[config.mk]
export PLATFORM = sky130hd
export DESIGN_NAME = mpio_ports
export DESIGN_NICKNAME = d
export VERILOG_FILES = /design/src/mpio_pin_sync.v /design/src/mpio_ports.v
export VERILOG_INCLUDE_DIRS = /design/src
export SDC_FILE = /design/constraint.sdc
export NUM_CORES = 1
export LEC_CHECK = 0
export BUFFER_PORTS_ARGS = -buffer_cell sky130_fd_sc_hd__buf_2
export CAP_MARGIN = 15
export CORE_AREA = 2 2 153 80
export CTS_CLUSTER_DIAMETER = 80
export CTS_CLUSTER_SIZE = 12
export DETAILED_ROUTE_END_ITERATION = 8
export DIE_AREA = 0 0 155 82
export PLACE_DENSITY_LB_ADDON = 0.3
export SYNTH_ARGS = -nofsm -noshare
export SYNTH_HDL_FRONTEND = slang
export SYNTH_SLANG_ARGS = --single-unit
[constraint.sdc]
create_clock -name clk -period 1.4 [get_ports clk]
set_input_delay 0.21 -clock clk [delete_from_list [all_inputs] [get_ports clk]]
set_output_delay 0.21 -clock clk [all_outputs]
set_load 0.1 [all_outputs]
[src/mpio_defs.vh]
`ifndef MPIO_DEFS_VH
`define MPIO_DEFS_VH
`define MPIO_AW 8
`define MPIO_ADR_P1_LATCH 8'h01
`define MPIO_ADR_P3_LATCH 8'h03
`define MPIO_ADR_P4_LATCH 8'h04
`define MPIO_ADR_P6_LATCH 8'h06
`define MPIO_ADR_P1_DIR 8'h0B
`define MPIO_ADR_P3_DIR 8'h0C
`define MPIO_ADR_P4_DIR 8'h0D
`define MPIO_ADR_P6_DIR 8'h0E
`define MPIO_ADR_P3_ODS 8'h10
`define MPIO_ADR_P4_ODS 8'h11
`define MPIO_ADR_ADC_CTRL 8'h12
`define MPIO_ADC_DIS_BIT 4
`define MPIO_ADC_CH_LSB 0
`define MPIO_ADC_CH_W 2
`define MPIO_ADC_CTRL_RST 8'h10
`define MPIO_ZERO8 8'h00
`define MPIO_ZERO6 6'h00
`define MPIO_ZERO4 4'h0
`endif

[src/mpio_pin_sync.v]
`timescale 1ns/1ns
// Three-stage synchroniser; the output moves only when stages two and three agree.
module mpio_pin_sync #(
    parameter W = 8
) (
    clk,
    nrst,
    pin_i,
    sync_o
);
input wire clk;
input wire nrst;
input wire [W-1:0] pin_i;
output wire [W-1:0] sync_o;
reg [W-1:0] s1_q;
reg [W-1:0] s2_q;
reg [W-1:0] s3_q;
reg [W-1:0] out_q;
genvar i;
always @(posedge clk or negedge nrst) begin
    if (!nrst) begin
        s1_q <= {W{1'b0}};
        s2_q <= {W{1'b0}};
        s3_q <= {W{1'b0}};
    end else begin
        s1_q <= pin_i;
        s2_q <= s1_q;
        s3_q <= s2_q;
    end
end
generate
    for (i = 0; i < W; i = i + 1) begin : g_bit
        always @(posedge clk or negedge nrst) begin
            if (!nrst) begin
                out_q[i] <= 1'b0;
            end else if (s2_q[i] == s3_q[i]) begin
                out_q[i] <= s3_q[i];
            end
        end
    end
endgenerate
assign sync_o = out_q;
endmodule // mpio_pin_sync

[src/mpio_ports.v]
`timescale 1ns/1ns
`include "mpio_defs.vh"
module mpio_ports (
    clk,
    nrst,
    addr,
    wdata,
    wr_en,
    rd_en,
    rd_latch,
    rdata,
    p1_in,
    p1_out,
    p1_oe_n,
    p3_in,
    p3_out,
    p3_oe_n,
    p4_in,
    p4_out,
    p4_oe_n,
    p6_in,
    p6_out,
    p6_oe_n,
    ext_external_interrupt_zero,
    analog_input_disable,
    analog_channel_select,
    adc_start
);
input wire clk;
input wire nrst;
input wire [`MPIO_AW-1:0] addr;
input wire [7:0] wdata;
input wire wr_en;
input wire rd_en;
input wire rd_latch;
output reg [7:0] rdata;
input wire p1_in;
output wire p1_out;
output wire p1_oe_n;
input wire [7:0] p3_in;
output wire [7:0] p3_out;
output wire [7:0] p3_oe_n;
input wire [5:0] p4_in;
output wire [5:0] p4_out;
output wire [5:0] p4_oe_n;
input wire [3:0] p6_in;
output wire [3:0] p6_out;
output wire [3:0] p6_oe_n;
output wire ext_external_interrupt_zero;
output wire analog_input_disable;
output wire [`MPIO_ADC_CH_W-1:0] analog_channel_select;
output reg adc_start;

reg port1_output_latch_q;
reg port1_direction_q;
reg [7:0] port3_output_latch_q;
reg [7:0] port3_direction_q;
reg [7:0] port3_open_drain_sel_q;
reg [5:0] port4_output_latch_q;
reg [5:0] port4_direction_q;
reg [5:0] port4_open_drain_sel_q;
reg [3:0] port6_output_latch_q;
reg [3:0] port6_direction_q;
reg [7:0] adc_ctrl_q;
reg [7:0] rdata_d;
wire [18:0] pins_raw;
wire [18:0] pins_s;
wire p1_s;
wire [7:0] p3_s;
wire [5:0] p4_s;
wire [3:0] p6_s;
wire [7:0] p4_oe_full;
wire [7:0] p1_rd_value;
wire [7:0] p3_rd_value;
wire [7:0] p4_rd_value;
wire [3:0] p6_pin_view;
wire [7:0] p6_rd_value;

// Pad drive: oe_n low drives. Open-drain releases on latch one.
function [7:0] pad_oe_n;
    input [7:0] dir;
    input [7:0] latch;
    input [7:0] od;
    begin
        pad_oe_n = ~(dir & ~(od & latch));
    end
endfunction

// Pin level for outputs in push-pull is the latch; reads of pins stay live anyway.
function [7:0] pin_or_latch;
    input [7:0] pin;
    input [7:0] latch;
    input use_latch;
    begin
        pin_or_latch = use_latch ? latch : pin;
    end
endfunction

// Address match qualified by a strobe; every write decode uses it, while the read mux decodes addr alone.
function reg_hit;
    input strobe;
    input [`MPIO_AW-1:0] a;
    input [`MPIO_AW-1:0] target;
    begin
        reg_hit = strobe & (a == target);
    end
endfunction

// Every pin crosses through the same filter, so a read lags the pad by about four cycles.
assign pins_raw = {p6_in, p4_in, p3_in, p1_in};

mpio_pin_sync #(
    .W(19)
) u_sync (
    .clk(clk),
    .nrst(nrst),
    .pin_i(pins_raw),
    .sync_o(pins_s)
);

assign p1_s = pins_s[0];
assign p3_s = pins_s[8:1];
assign p4_s = pins_s[14:9];
assign p6_s = pins_s[18:15];

// The interrupt input takes the filtered pin, so a one-cycle glitch never reaches it.
assign ext_external_interrupt_zero = p1_s;
assign p1_out = port1_output_latch_q;
// Ports one and six have no open-drain select and drive both levels.
assign p1_oe_n = ~port1_direction_q;
assign p3_out = port3_output_latch_q;
assign p3_oe_n = pad_oe_n(port3_direction_q, port3_output_latch_q, port3_open_drain_sel_q);
assign p4_out = port4_output_latch_q;
// The top two bits of the padded byte have no pin and are dropped.
assign p4_oe_full = pad_oe_n({2'b00, port4_direction_q}, {2'b00, port4_output_latch_q},
    {2'b00, port4_open_drain_sel_q});
assign p4_oe_n = p4_oe_full[5:0];
assign p6_out = port6_output_latch_q;
assign p6_oe_n = ~port6_direction_q;
assign analog_input_disable = adc_ctrl_q[`MPIO_ADC_DIS_BIT];
assign analog_channel_select = adc_ctrl_q[`MPIO_ADC_CH_LSB +: `MPIO_ADC_CH_W];

// Read values of the latch addresses; rd_latch marks the read half of a modify.
assign p1_rd_value = {7'h00, rd_latch ? port1_output_latch_q : p1_s};
assign p3_rd_value = pin_or_latch(p3_s, port3_output_latch_q, rd_latch);
assign p4_rd_value = pin_or_latch({2'b00, p4_s}, {2'b00, port4_output_latch_q},
    rd_latch);
// Pins read low while analog input is gated; a driven push-pull bit reads its latch.
assign p6_pin_view = (analog_input_disable ? `MPIO_ZERO4 : p6_s) |
    (port6_direction_q & port6_output_latch_q);
// Latch-zero bits read zero, which also covers the bits set for analog input.
assign p6_rd_value = {`MPIO_ZERO4, port6_output_latch_q &
    (rd_latch ? 4'hF : p6_pin_view)};

// The bus master performs a modify as a latch read then a full-byte write.
always @(posedge clk or negedge nrst) begin
    if (!nrst) begin
        port1_output_latch_q <= 1'b0;
        port1_direction_q <= 1'b0;
    end else begin
        if (reg_hit(wr_en, addr, `MPIO_ADR_P1_LATCH)) begin
            port1_output_latch_q <= wdata[0];
        end
        if (reg_hit(wr_en, addr, `MPIO_ADR_P1_DIR)) begin
            port1_direction_q <= wdata[0];
        end
    end
end

// Port three carries the open-drain select beside its latch and direction.
always @(posedge clk or negedge nrst) begin
    if (!nrst) begin
        port3_output_latch_q <= `MPIO_ZERO8;
        port3_direction_q <= `MPIO_ZERO8;
        port3_open_drain_sel_q <= `MPIO_ZERO8;
    end else begin
        if (reg_hit(wr_en, addr, `MPIO_ADR_P3_LATCH)) begin
            port3_output_latch_q <= wdata;
        end
        if (reg_hit(wr_en, addr, `MPIO_ADR_P3_DIR)) begin
            port3_direction_q <= wdata;
        end
        if (reg_hit(wr_en, addr, `MPIO_ADR_P3_ODS)) begin
            port3_open_drain_sel_q <= wdata;
        end
    end
end

// Port four is six bits wide; the top two bits of a written byte are dropped.
always @(posedge clk or negedge nrst) begin
    if (!nrst) begin
        port4_output_latch_q <= `MPIO_ZERO6;
        port4_direction_q <= `MPIO_ZERO6;
        port4_open_drain_sel_q <= `MPIO_ZERO6;
    end else begin
        if (reg_hit(wr_en, addr, `MPIO_ADR_P4_LATCH)) begin
            port4_output_latch_q <= wdata[5:0];
        end
        if (reg_hit(wr_en, addr, `MPIO_ADR_P4_DIR)) begin
            port4_direction_q <= wdata[5:0];
        end
        if (reg_hit(wr_en, addr, `MPIO_ADR_P4_ODS)) begin
            port4_open_drain_sel_q <= wdata[5:0];
        end
    end
end

// Port six has no open-drain select; its pins are push-pull or gated analog inputs.
always @(posedge clk or negedge nrst) begin
    if (!nrst) begin
        port6_output_latch_q <= `MPIO_ZERO4;
        port6_direction_q <= `MPIO_ZERO4;
    end else begin
        if (reg_hit(wr_en, addr, `MPIO_ADR_P6_LATCH)) begin
            port6_output_latch_q <= wdata[3:0];
        end
        if (reg_hit(wr_en, addr, `MPIO_ADR_P6_DIR)) begin
            port6_direction_q <= wdata[3:0];
        end
    end
end

// The converter control byte is stored whole; only the flag and channel act here.
always @(posedge clk or negedge nrst) begin
    if (!nrst) begin
        adc_ctrl_q <= `MPIO_ADC_CTRL_RST;
    end else if (reg_hit(wr_en, addr, `MPIO_ADR_ADC_CTRL)) begin
        adc_ctrl_q <= wdata;
    end
end

always @(posedge clk or negedge nrst) begin
    if (!nrst) begin
        adc_start <= 1'b0;
    end else begin
        // Start only on the one-to-zero edge of the disable flag.
        adc_start <= reg_hit(wr_en, addr, `MPIO_ADR_ADC_CTRL) &
            adc_ctrl_q[`MPIO_ADC_DIS_BIT] & ~wdata[`MPIO_ADC_DIS_BIT];
    end
end

always @* begin
    rdata_d = `MPIO_ZERO8;
    case (addr)
        `MPIO_ADR_P1_LATCH: rdata_d = p1_rd_value;
        `MPIO_ADR_P1_DIR: rdata_d = {7'h00, port1_direction_q};
        `MPIO_ADR_P3_LATCH: rdata_d = p3_rd_value;
        `MPIO_ADR_P3_DIR: rdata_d = port3_direction_q;
        `MPIO_ADR_P3_ODS: rdata_d = port3_open_drain_sel_q;
        `MPIO_ADR_P4_LATCH: rdata_d = p4_rd_value;
        `MPIO_ADR_P4_DIR: rdata_d = {2'b00, port4_direction_q};
        `MPIO_ADR_P4_ODS: rdata_d = {2'b00, port4_open_drain_sel_q};
        `MPIO_ADR_P6_LATCH: rdata_d = p6_rd_value;
        `MPIO_ADR_P6_DIR: rdata_d = {4'h0, port6_direction_q};
        `MPIO_ADR_ADC_CTRL: rdata_d = adc_ctrl_q;
        default: rdata_d = `MPIO_ZERO8;
    endcase
end

// Read data stand one cycle and fall back to zero, so a stale byte never looks fresh.
always @(posedge clk or negedge nrst) begin
    if (!nrst) begin
        rdata <= `MPIO_ZERO8;
    end else if (rd_en) begin
        rdata <= rdata_d;
    end else begin
        rdata <= `MPIO_ZERO8;
    end
end
endmodule // mpio_ports

# Yosys cells after proc, flatten, opt, wreduce, memory -nomap -nowiden
# Cells that the tools add are included.
# Widths: inputs -> output; s select.
# totals
regBits	145
input_bits	40
word_cells	99
output_inout_bits	51
# op_classes
n_eq_ne	30
n_bitwise	27
n_mux	7
# ops
operator	n
$pmux 8 s11	1
$eq 8x4->1 const B	4
$eq 8x5->1 const B	3
$eq 1x1->1	19
$and 8x8->8	2
$eq 8x3->1 const B	2
$mux 8	2
$not 8->8	2
$and 1x1->1	13
$and 6x6->6	2
$not 6->6	2
$and 4x4->4	2
$eq 8x1->1 const B	1
$eq 8x2->1 const B	1
$mux 4	2
$mux 6	1
$not 4->4	1
$or 4x4->4	1
$not 1->1	2
$mux 1	1

# Depth between registers and ports, before layout
# Gate-level depths: netlist of run 1.
# logic_depth
word_depth	6
mapped_depth	7
depth_no_buf	5

# By module
# A second synthesis of run 1 with hierarchy kept.
# hier_totals
cells_unflattened	409
hier_area_um2	5681.7
# modules_own_cells
module	instances	cells_each	area_each_um2	seq_area_each_um2
mpio_ports	1	314	3565.9	1727.9
mpio_pin_sync	1	95	2115.8	1901.8

# Worst setup path before layout of run 1
# OpenSTA, ideal clock, no wires.
# synth_timing
path_kind	register -> output
startpoint	register port3_output_latch_q[1], in the netlist p3_out[1]
endpoint	output port p3_oe_n[1]
path_slack_ns	-0.526
path_stages_with_launch	3
t_required_ns	1.190
path_buffers	0
t_arrival_ns	1.716
path_cell_list	dfrtp_1 -> nand2_1 -> nand2_1
# synth_between
elab_chain_cells	4
# synth_rtl
item	line_no	source
start: declaration	mpio_ports.v:56	reg [7:0] port3_output_latch_q;
start signal: assignment	mpio_ports.v:173	port3_output_latch_q <= `MPIO_ZERO8;
start signal: assignment	mpio_ports.v:178	port3_output_latch_q <= wdata;
$and 8x8->8	mpio_ports.v:85	pad_oe_n = ~(dir & ~(od & latch));
$not 8->8	mpio_ports.v:85	
$and 8x8->8	mpio_ports.v:85	
$not 8->8	mpio_ports.v:85	
end: declaration	mpio_ports.v:42	output wire [7:0] p3_oe_n;
# Every way passes these cells.

# Final worst setup path of run 1
# layout_timing
startpoint	register adc_ctrl_q[4]
endpoint	output port analog_input_disable
# layout_rtl
item	line_no	source
start: declaration	mpio_ports.v:64	reg [7:0] adc_ctrl_q;
start signal: assignment	mpio_ports.v:226	adc_ctrl_q <= `MPIO_ADC_CTRL_RST;
start signal: assignment	mpio_ports.v:228	adc_ctrl_q <= wdata;
end: declaration	mpio_ports.v:50	output wire analog_input_disable;
# No word-level cell between the ends.

==> results.yml, run 1 <==
routing:
  initialDrtViolationCount: 306
  drt_pass1_iterations: 5
  remaining_drc_errors: 0
  drtAntennaViolNets: 0
  detail_route.vias_per_cell: 5.463
  total_routed_wirelength_microns: 14600
  wl_per_cell_microns: 19.37
  dr_total_vias: 4119
die:
  std_cell_rows: 28
  ios: 91
  die-height_microns: 82
  die-area_sq_um: 12710
  die-width_microns: 155
  fp.coreArea_sq_um: 11460
  initial_utilization: 0.4991
timing:
  hold_slack_ns: 0.07831
  grt_setup_unrepaired: "true"
  endpoints_failing_setup: 5
  finalClockSkew_ns: 0.009131
  layout_worst_path_cycle_share: 1.156
  fmax_mhz: 617.7
  fin_tns_setup_ns: -0.6421
  final_max_slew_viol_count: 0
  worst_pin_slew_ns: 0.5088
  hold_viol: 0
  finalWorstPathRequiredPeriod_ns: 1.619
  slew_headroom: 0.6600
  post_route_setup_slack_ns: -0.2189
place:
  post-dp-hpwl_microns: 10240
  finalWeightedCongestion: 0.9440
  dpl.cell_count: 695
  port_buffers: 90
  placedInstanceArea_sq_um: 7244
  dpl_worst_slack_ns: -0.4105
clock_tree:
  clockBufferDepth: 2
  cts_made_buffers: 17
  clock_insertion_delay_worst_skew_ns: 0.42
  cts_tree: "done"
  clkTransAtPathRegs_ns: 0.06
  clock_sink_count: 145
  cts.root.buffer_cell: "sky130_fd_sc_hd__clkbuf_16"
  htree_levels: 4
critical_path:
  regToRegEndpoint: "rdata[1]"
  cp_data_required_time_ns: 1.19
  r2r_cells: 6
  setup.worst_path.class: "flop to output port"
  crit_path_launch_type: "flop"
  critPathArrivalTime_ns: 1.41
  worstPathMaxFanout: 3
  endpoint: "analog_input_disable"
  kind_of_end_point_of_the_critical_path: "output port"
  critPathLaunch: "adc_ctrl_q[4]"
  reg2reg_setup_slack_ns: -0.21
  regToRegStartpoint: "adc_ctrl_q[4]"
global_route:
  wire_length_of_the_first_global_routing_pass_microns: 22910
  gr-usage-all-layers: 0.2457
  grt_pass1_vias: 4205
  grt_antenna_before_repair: 0
  largest_net_degree_at_the_start_of_global_routing: 47
  grt-ovfl-total: 0
synth:
  synth_largest_area_cell: "sky130_fd_sc_hd__dfrtp_1"
  synthDistinctLibCells: 44
  postSynthNetCount: 455
  yosys-top-cells-area: "sky130_fd_sc_hd__dfrtp_1 63%, sky130_fd_sc_hd__mux2_2 11%, sky130_fd_sc_hd__maj3_1 3.3%"
  synth_cells: 415
  synth_edf_count: 0
  synth_top_area_frac: 0.6302
  syn-cell-area_sq_um: 5718
  synth_sequential_area_ratio: 0.6348
  synth_area_per_cell_sq_um: 13.78
  synthFlopType: "sky130_fd_sc_hd__dfrtp_1"
  yosys_warnings: 0
  ys_ff_latch: 145
  synthArstFlopShare: 1.000
pwr:
  vdd_ir_drop_max_mv: 0.7910
  power.density_nw_per_um2: 1249
  p_leak_nw: 3.766
  p_total_mw: 10.29
cells_and_area:
  nNetsFinal: 631
  stdcell_count: 754
  antennaDiodeCount: 0
  synthToLayoutAreaGrowth_pct: 44.09
  post_route_cells_drive_above_1_share: 0.5265
  layout.core_utilization: 0.7192
  final_area_sq_um: 8239
worst_hold_path:
  timing.hold.worst.class: "input pin to flop"
  hold_critical_path_depth: 2
  hold_path_startpoint: "wdata[4]"
status:
  status: "complete, but fails checks"
  failing_checks: "setup timing"
run:
  maxCapViolCount: 0
## worst min-delay path by stage
stage,to,slack (ns)
2_1_floorplan,adc_ctrl_q[0],-0.09
3_3_place_gp,u_sync.s3_q[0],0.11
3_5_place_dp,u_sync.s3_q[0],0.11
4_1_cts,adc_start,0.07
5_1_grt,port3_direction_q[6],0.08
6_report,adc_start,0.08
## what timing repair did
item | 4_1_cts | 5_1_grt
hold buffers | 20 | 0
endpoints found under the setup margin | 41 | 32
gates resized for setup | 38 | 27
endpoints found under the hold margin | 63 | 0
pin swaps | 3 | 19
buffers inserted | 4 | 3
## area by class of cell
class                           count  area [sq um]
Clock buffer                       20         446.7
Clock inverter                     12         110.1
Fill cell                         750          3217
Inverter                            6         25.02
Multi-Input combinational cell    246          2185
Sequential cell                   145          3657
Tap cell                          150         187.7
Timing Repair Buffer              175          1628
## worst max-delay path, stage by stage (launching register included)
cell and delay [ns]:
sky130_fd_sc_hd__dfstp_4 0.64, sky130_fd_sc_hd__buf_6 0.10, sky130_fd_sc_hd__buf_6 0.09, sky130_fd_sc_hd__buf_12 0.16
## power by group
| group | switching (mW) | internal (mW) |
|---|---|---|
| clock network | 1.76 | 2.49 |
| logic | 0.895 | 0.549 |
| registers | 0.166 | 4.43 |
| total | 2.82 | 7.47 |
## placed cells by master, fill, tap and decap left out, types with 4 or more instances in the layout
master,netlist,layout
sky130_fd_sc_hd__and3_1,6,5
sky130_fd_sc_hd__mux2_2,55,51
sky130_fd_sc_hd__dlygate4sd3_1,0,20
sky130_fd_sc_hd__clkbuf_4,0,4
sky130_fd_sc_hd__dfrtp_2,0,19
sky130_fd_sc_hd__mux2i_1,14,14
sky130_fd_sc_hd__buf_12,0,26
sky130_fd_sc_hd__buf_4,5,78
sky130_fd_sc_hd__nand2_2,0,15
sky130_fd_sc_hd__clkinvlp_4,0,4
sky130_fd_sc_hd__nand3_1,11,9
sky130_fd_sc_hd__clkbuf_16,0,17
sky130_fd_sc_hd__a31oi_1,5,5
sky130_fd_sc_hd__buf_2,6,38
sky130_fd_sc_hd__nor3_1,5,5
sky130_fd_sc_hd__dfrtp_1,144,125
sky130_fd_sc_hd__a32oi_1,5,5
sky130_fd_sc_hd__o21ai_0,12,9
sky130_fd_sc_hd__buf_6,1,9
sky130_fd_sc_hd__nand3_2,2,4
sky130_fd_sc_hd__a21oi_1,7,7
sky130_fd_sc_hd__nand2_4,1,14
sky130_fd_sc_hd__nor2b_1,7,6
sky130_fd_sc_hd__mux2_4,9,13
sky130_fd_sc_hd__nand2_1,44,16
sky130_fd_sc_hd__nor2_1,8,5
sky130_fd_sc_hd__maj3_1,19,19
sky130_fd_sc_hd__nor3b_1,5,4
## cell usage after synthesis (all sizes together) (2+ instances only)
library cell / number
inv: 6
buf: 12
clkbuf: 6
o31ai: 2
nor3b: 5
a31oi: 5
maj3: 19
mux2i: 14
nor4: 2
and3: 6
o2bb2ai: 2
a32oi: 5
a21oi: 7
o21ai: 12
nor3: 7
o311ai: 5
a21o: 2
a22o: 3
nand2: 45
nand3b: 3
nand3: 13
nor2: 8
mux2: 65
nor2b: 7
dfrtp: 144
## kinds of logic (layout without fill, tap and decap cells)
group / after synthesis / after routing / synth area share
compound gates: 49 / 49 / 0.05930
buf+inv: 24 / 213 / 0.02166
simple gates: 99 / 99 / 0.09256
flops: 145 / 145 / 0.6348
fa+ha+maj: 19 / 19 / 0.03326
mux: 79 / 79 / 0.1584
## registers in the layout (all words and copies together) (netlist names)
signal and count:
port3_direction_q 8, adc_start 1, p3_out 8, u_sync.s2_q 19, p6_out 4, rdata 8, port3_open_drain_sel_q 8, u_sync.sync_o 19
p4_out 6, port4_direction_q 6, port1_direction_q 1, port4_open_drain_sel_q 6, p1_out 1, u_sync.s3_q 19, u_sync.s1_q 19, adc_ctrl_q 8
port6_direction_q 4
## per-layer routing
metal	vias to the layer above	share of wire	global-route usage
met1	2105	0.49	0.3634
met5	-	0	0
met4	0	0.012	0.06944
met3	22	0.053	0.05594
li1	1848	-	-
met2	144	0.44	0.3680
Power figures use the tool's default switching activity.
==> run 2, diff against run 1 <==
==> constraint.sdc (replaced) <==
create_clock -name clk -period 1.4 [get_ports clk]
set_input_delay 0.21 -clock clk [delete_from_list [all_inputs] [get_ports clk]]
set_output_delay 0.21 -clock clk [all_outputs]
set_load 0.02 [all_outputs]
==> run 2 against run 1 <==
  * The run still ends with setup timing left
  * Sequential share of layout area is 2.2 points higher
  * Final cell count is 1.2% higher
  * Sequential cell count stayed put
  * First-iteration DRC count is 18% lower
  * Count of clock-buffer cells in the layout is 2 lower
  * Critical path type unchanged
  * Highest routed layer unchanged
==> results.yml, run 2 (same netlist as run 1, synthesis figures left out) <==
clock_tree:
  clock_insertion_delay_worst_skew_ns: 0.42
  clockBufferDepth: 2
  cts_made_buffers: 17
  cts.root.buffer_cell: "sky130_fd_sc_hd__clkbuf_16"
  htree_levels: 4
  cts_tree: "done"
  clkTransAtPathRegs_ns: 0.06
  clock_sink_count: 145
routing:
  initialDrtViolationCount: 252
  drtAntennaViolNets: 0
  total_routed_wirelength_microns: 14630
  wl_per_cell_microns: 19.17
  remaining_drc_errors: 0
  detail_route.vias_per_cell: 5.396
  drt_pass1_iterations: 5
  dr_total_vias: 4117
cells_and_area:
  final_common_cell: "sky130_fd_sc_hd__dfrtp_1"
  most-common-layout-cells: "144 x sky130_fd_sc_hd__dfrtp_1, 85 x sky130_fd_sc_hd__buf_2, 68 x sky130_fd_sc_hd__buf_4"
  footprint_of_the_multi_input_gates_sq_um: 2028
  layout.core_utilization: 0.6799
  synthToLayoutAreaGrowth_pct: 36.21
  final.fill_count: 844
  post_route_cells_drive_above_1_share: 0.4535
  final_area_sq_um: 7789
  nNetsFinal: 640
  antennaDiodeCount: 0
  layout.area.seq_sq_um: 3630
die:
  std_cell_rows: 28
  ios: 91
  die-area_sq_um: 12710
  initial_utilization: 0.4991
  die-width_microns: 155
  fp.coreArea_sq_um: 11460
  die-height_microns: 82
critical_path:
  regToRegStartpoint: "adc_ctrl_q[4]"
  reg2reg_setup_slack_ns: -0.14
  kind_of_end_point_of_the_critical_path: "output port"
  worstPathMaxFanout: 4
  regToRegEndpoint: "rdata[2]"
  crit_path_launch_type: "flop"
  r2r_cells: 7
  cp_data_required_time_ns: 1.19
  setup.worst_path.class: "flop to output port"
  critPathArrivalTime_ns: 1.34
pwr:
  p_leak_nw: 3.730
  power.density_nw_per_um2: 1285
  sw_frac_of_total: 0.2577
  power.share.clock: 0.455
  power.share.sequential: 0.456
  power_frac_comb: 0.089
  internal_power_mw: 7.428
  net-switching-power_mw: 2.579
  p_total_mw: 10.01
  vdd_ir_drop_max_mv: 0.7730
timing:
  finalWorstPathRequiredPeriod_ns: 1.550
  worst_pin_slew_ns: 0.4425
  layout_worst_path_cycle_share: 1.107
  endpoints_failing_setup: 4
  slew_headroom: 0.7050
  final_max_slew_viol_count: 0
  finalClockSkew_ns: 0.007453
  hold_viol: 0
  fmax_mhz: 645.3
  hold_slack_ns: 0.07531
  fin_tns_setup_ns: -0.4074
  post_route_setup_slack_ns: -0.1496
  grt_setup_unrepaired: "true"
worst_hold_path:
  timing.hold.worst.class: "input pin to flop"
  hold_path_startpoint: "wdata[6]"
  hold_critical_path_depth: 2
  holdPathEnd: "port3_direction_q[6]"
global_route:
  grt-ovfl-total: 0
  largest_net_degree_at_the_start_of_global_routing: 47
  grt_pass1_vias: 4166
  wire_length_of_the_first_global_routing_pass_microns: 23100
  grt_antenna_before_repair: 0
  gr-usage-all-layers: 0.2484
status:
  status: "complete, but fails checks"
  failing_checks: "setup timing"
place:
  placedInstanceArea_sq_um: 6859
  post-dp-hpwl_microns: 10480
  port_buffers: 90
  finalWeightedCongestion: 0.8624
run:
  maxCapViolCount: 0
[run 2: how the worst max path moves through the flow]
stage | start | to | depth (start not counted)
3_3_place_gp | addr[5] | rdata[3] | 7
2_1_floorplan | addr[5] | port3_direction_q[0] | 6
6_report | adc_ctrl_q[4] | analog_input_disable | 3
5_1_grt | adc_ctrl_q[4] | rdata[1] | 6
4_1_cts | adc_ctrl_q[4] | rdata[1] | 6
3_5_place_dp | addr[5] | port4_direction_q[3] | 5
[run 2: metrics by stage]
| step | setup slack [ns] | instances |
|---|---|---|
| floorplan | -0.2426 | 415 |
| global placement | -0.4398 | 699 |
| detailed placement | -0.5071 | 699 |
| CTS | -0.1083 | 754 |
| global route | -0.2344 | 763 |
| finish | -0.1496 | 763 |
[run 2: layout make-up]
class                   instances  area share
well taps                     150     0.02410
flip-flops and latches        145      0.4660
multi-input cells             246      0.2604
clock buffers                  18     0.05639
clock inverters                14     0.02056
inverters                       6    0.002892
repair buffers                184      0.1696
[run 2: what timing repair did]
item	in CTS	in global routing
hold buffers	20	0
pin swaps	3	10
hold endpoints to repair	50	0
setup buffers	3	9
resized for setup	10	6
gates cloned	0	0
endpoints found under the setup margin	21	25
[run 2: power by group through the flow]
stage | clock network, mW | logic [mW] | registers, mW
5_1_grt | 4.81 | 0.962 | 4.59
4_1_cts | 4.60 | 0.870 | 4.57
3_5_place_dp | 0 | 0.808 | 4.64
2_1_floorplan | 0 | 0.355 | 4.63
3_3_place_gp | 0 | 0.791 | 4.63
6_report | 4.55 | 0.888 | 4.57
[run 2: routing by layer]
| metal | track usage | share of wire |
|---|---|---|
| met1 | 0.3641 | 0.50 |
| met2 | 0.3600 | 0.42 |
| met3 | 0.06860 | 0.069 |
| met4 | 0.08241 | 0.011 |
| met5 | 0 | 0 |
[run 2: worst max-delay path, cell delays in order (launching register included)]
cell and delay, ns:
sky130_fd_sc_hd__dfstp_2 0.60, sky130_fd_sc_hd__buf_4 0.13, sky130_fd_sc_hd__buf_6 0.09, sky130_fd_sc_hd__buf_6 0.10
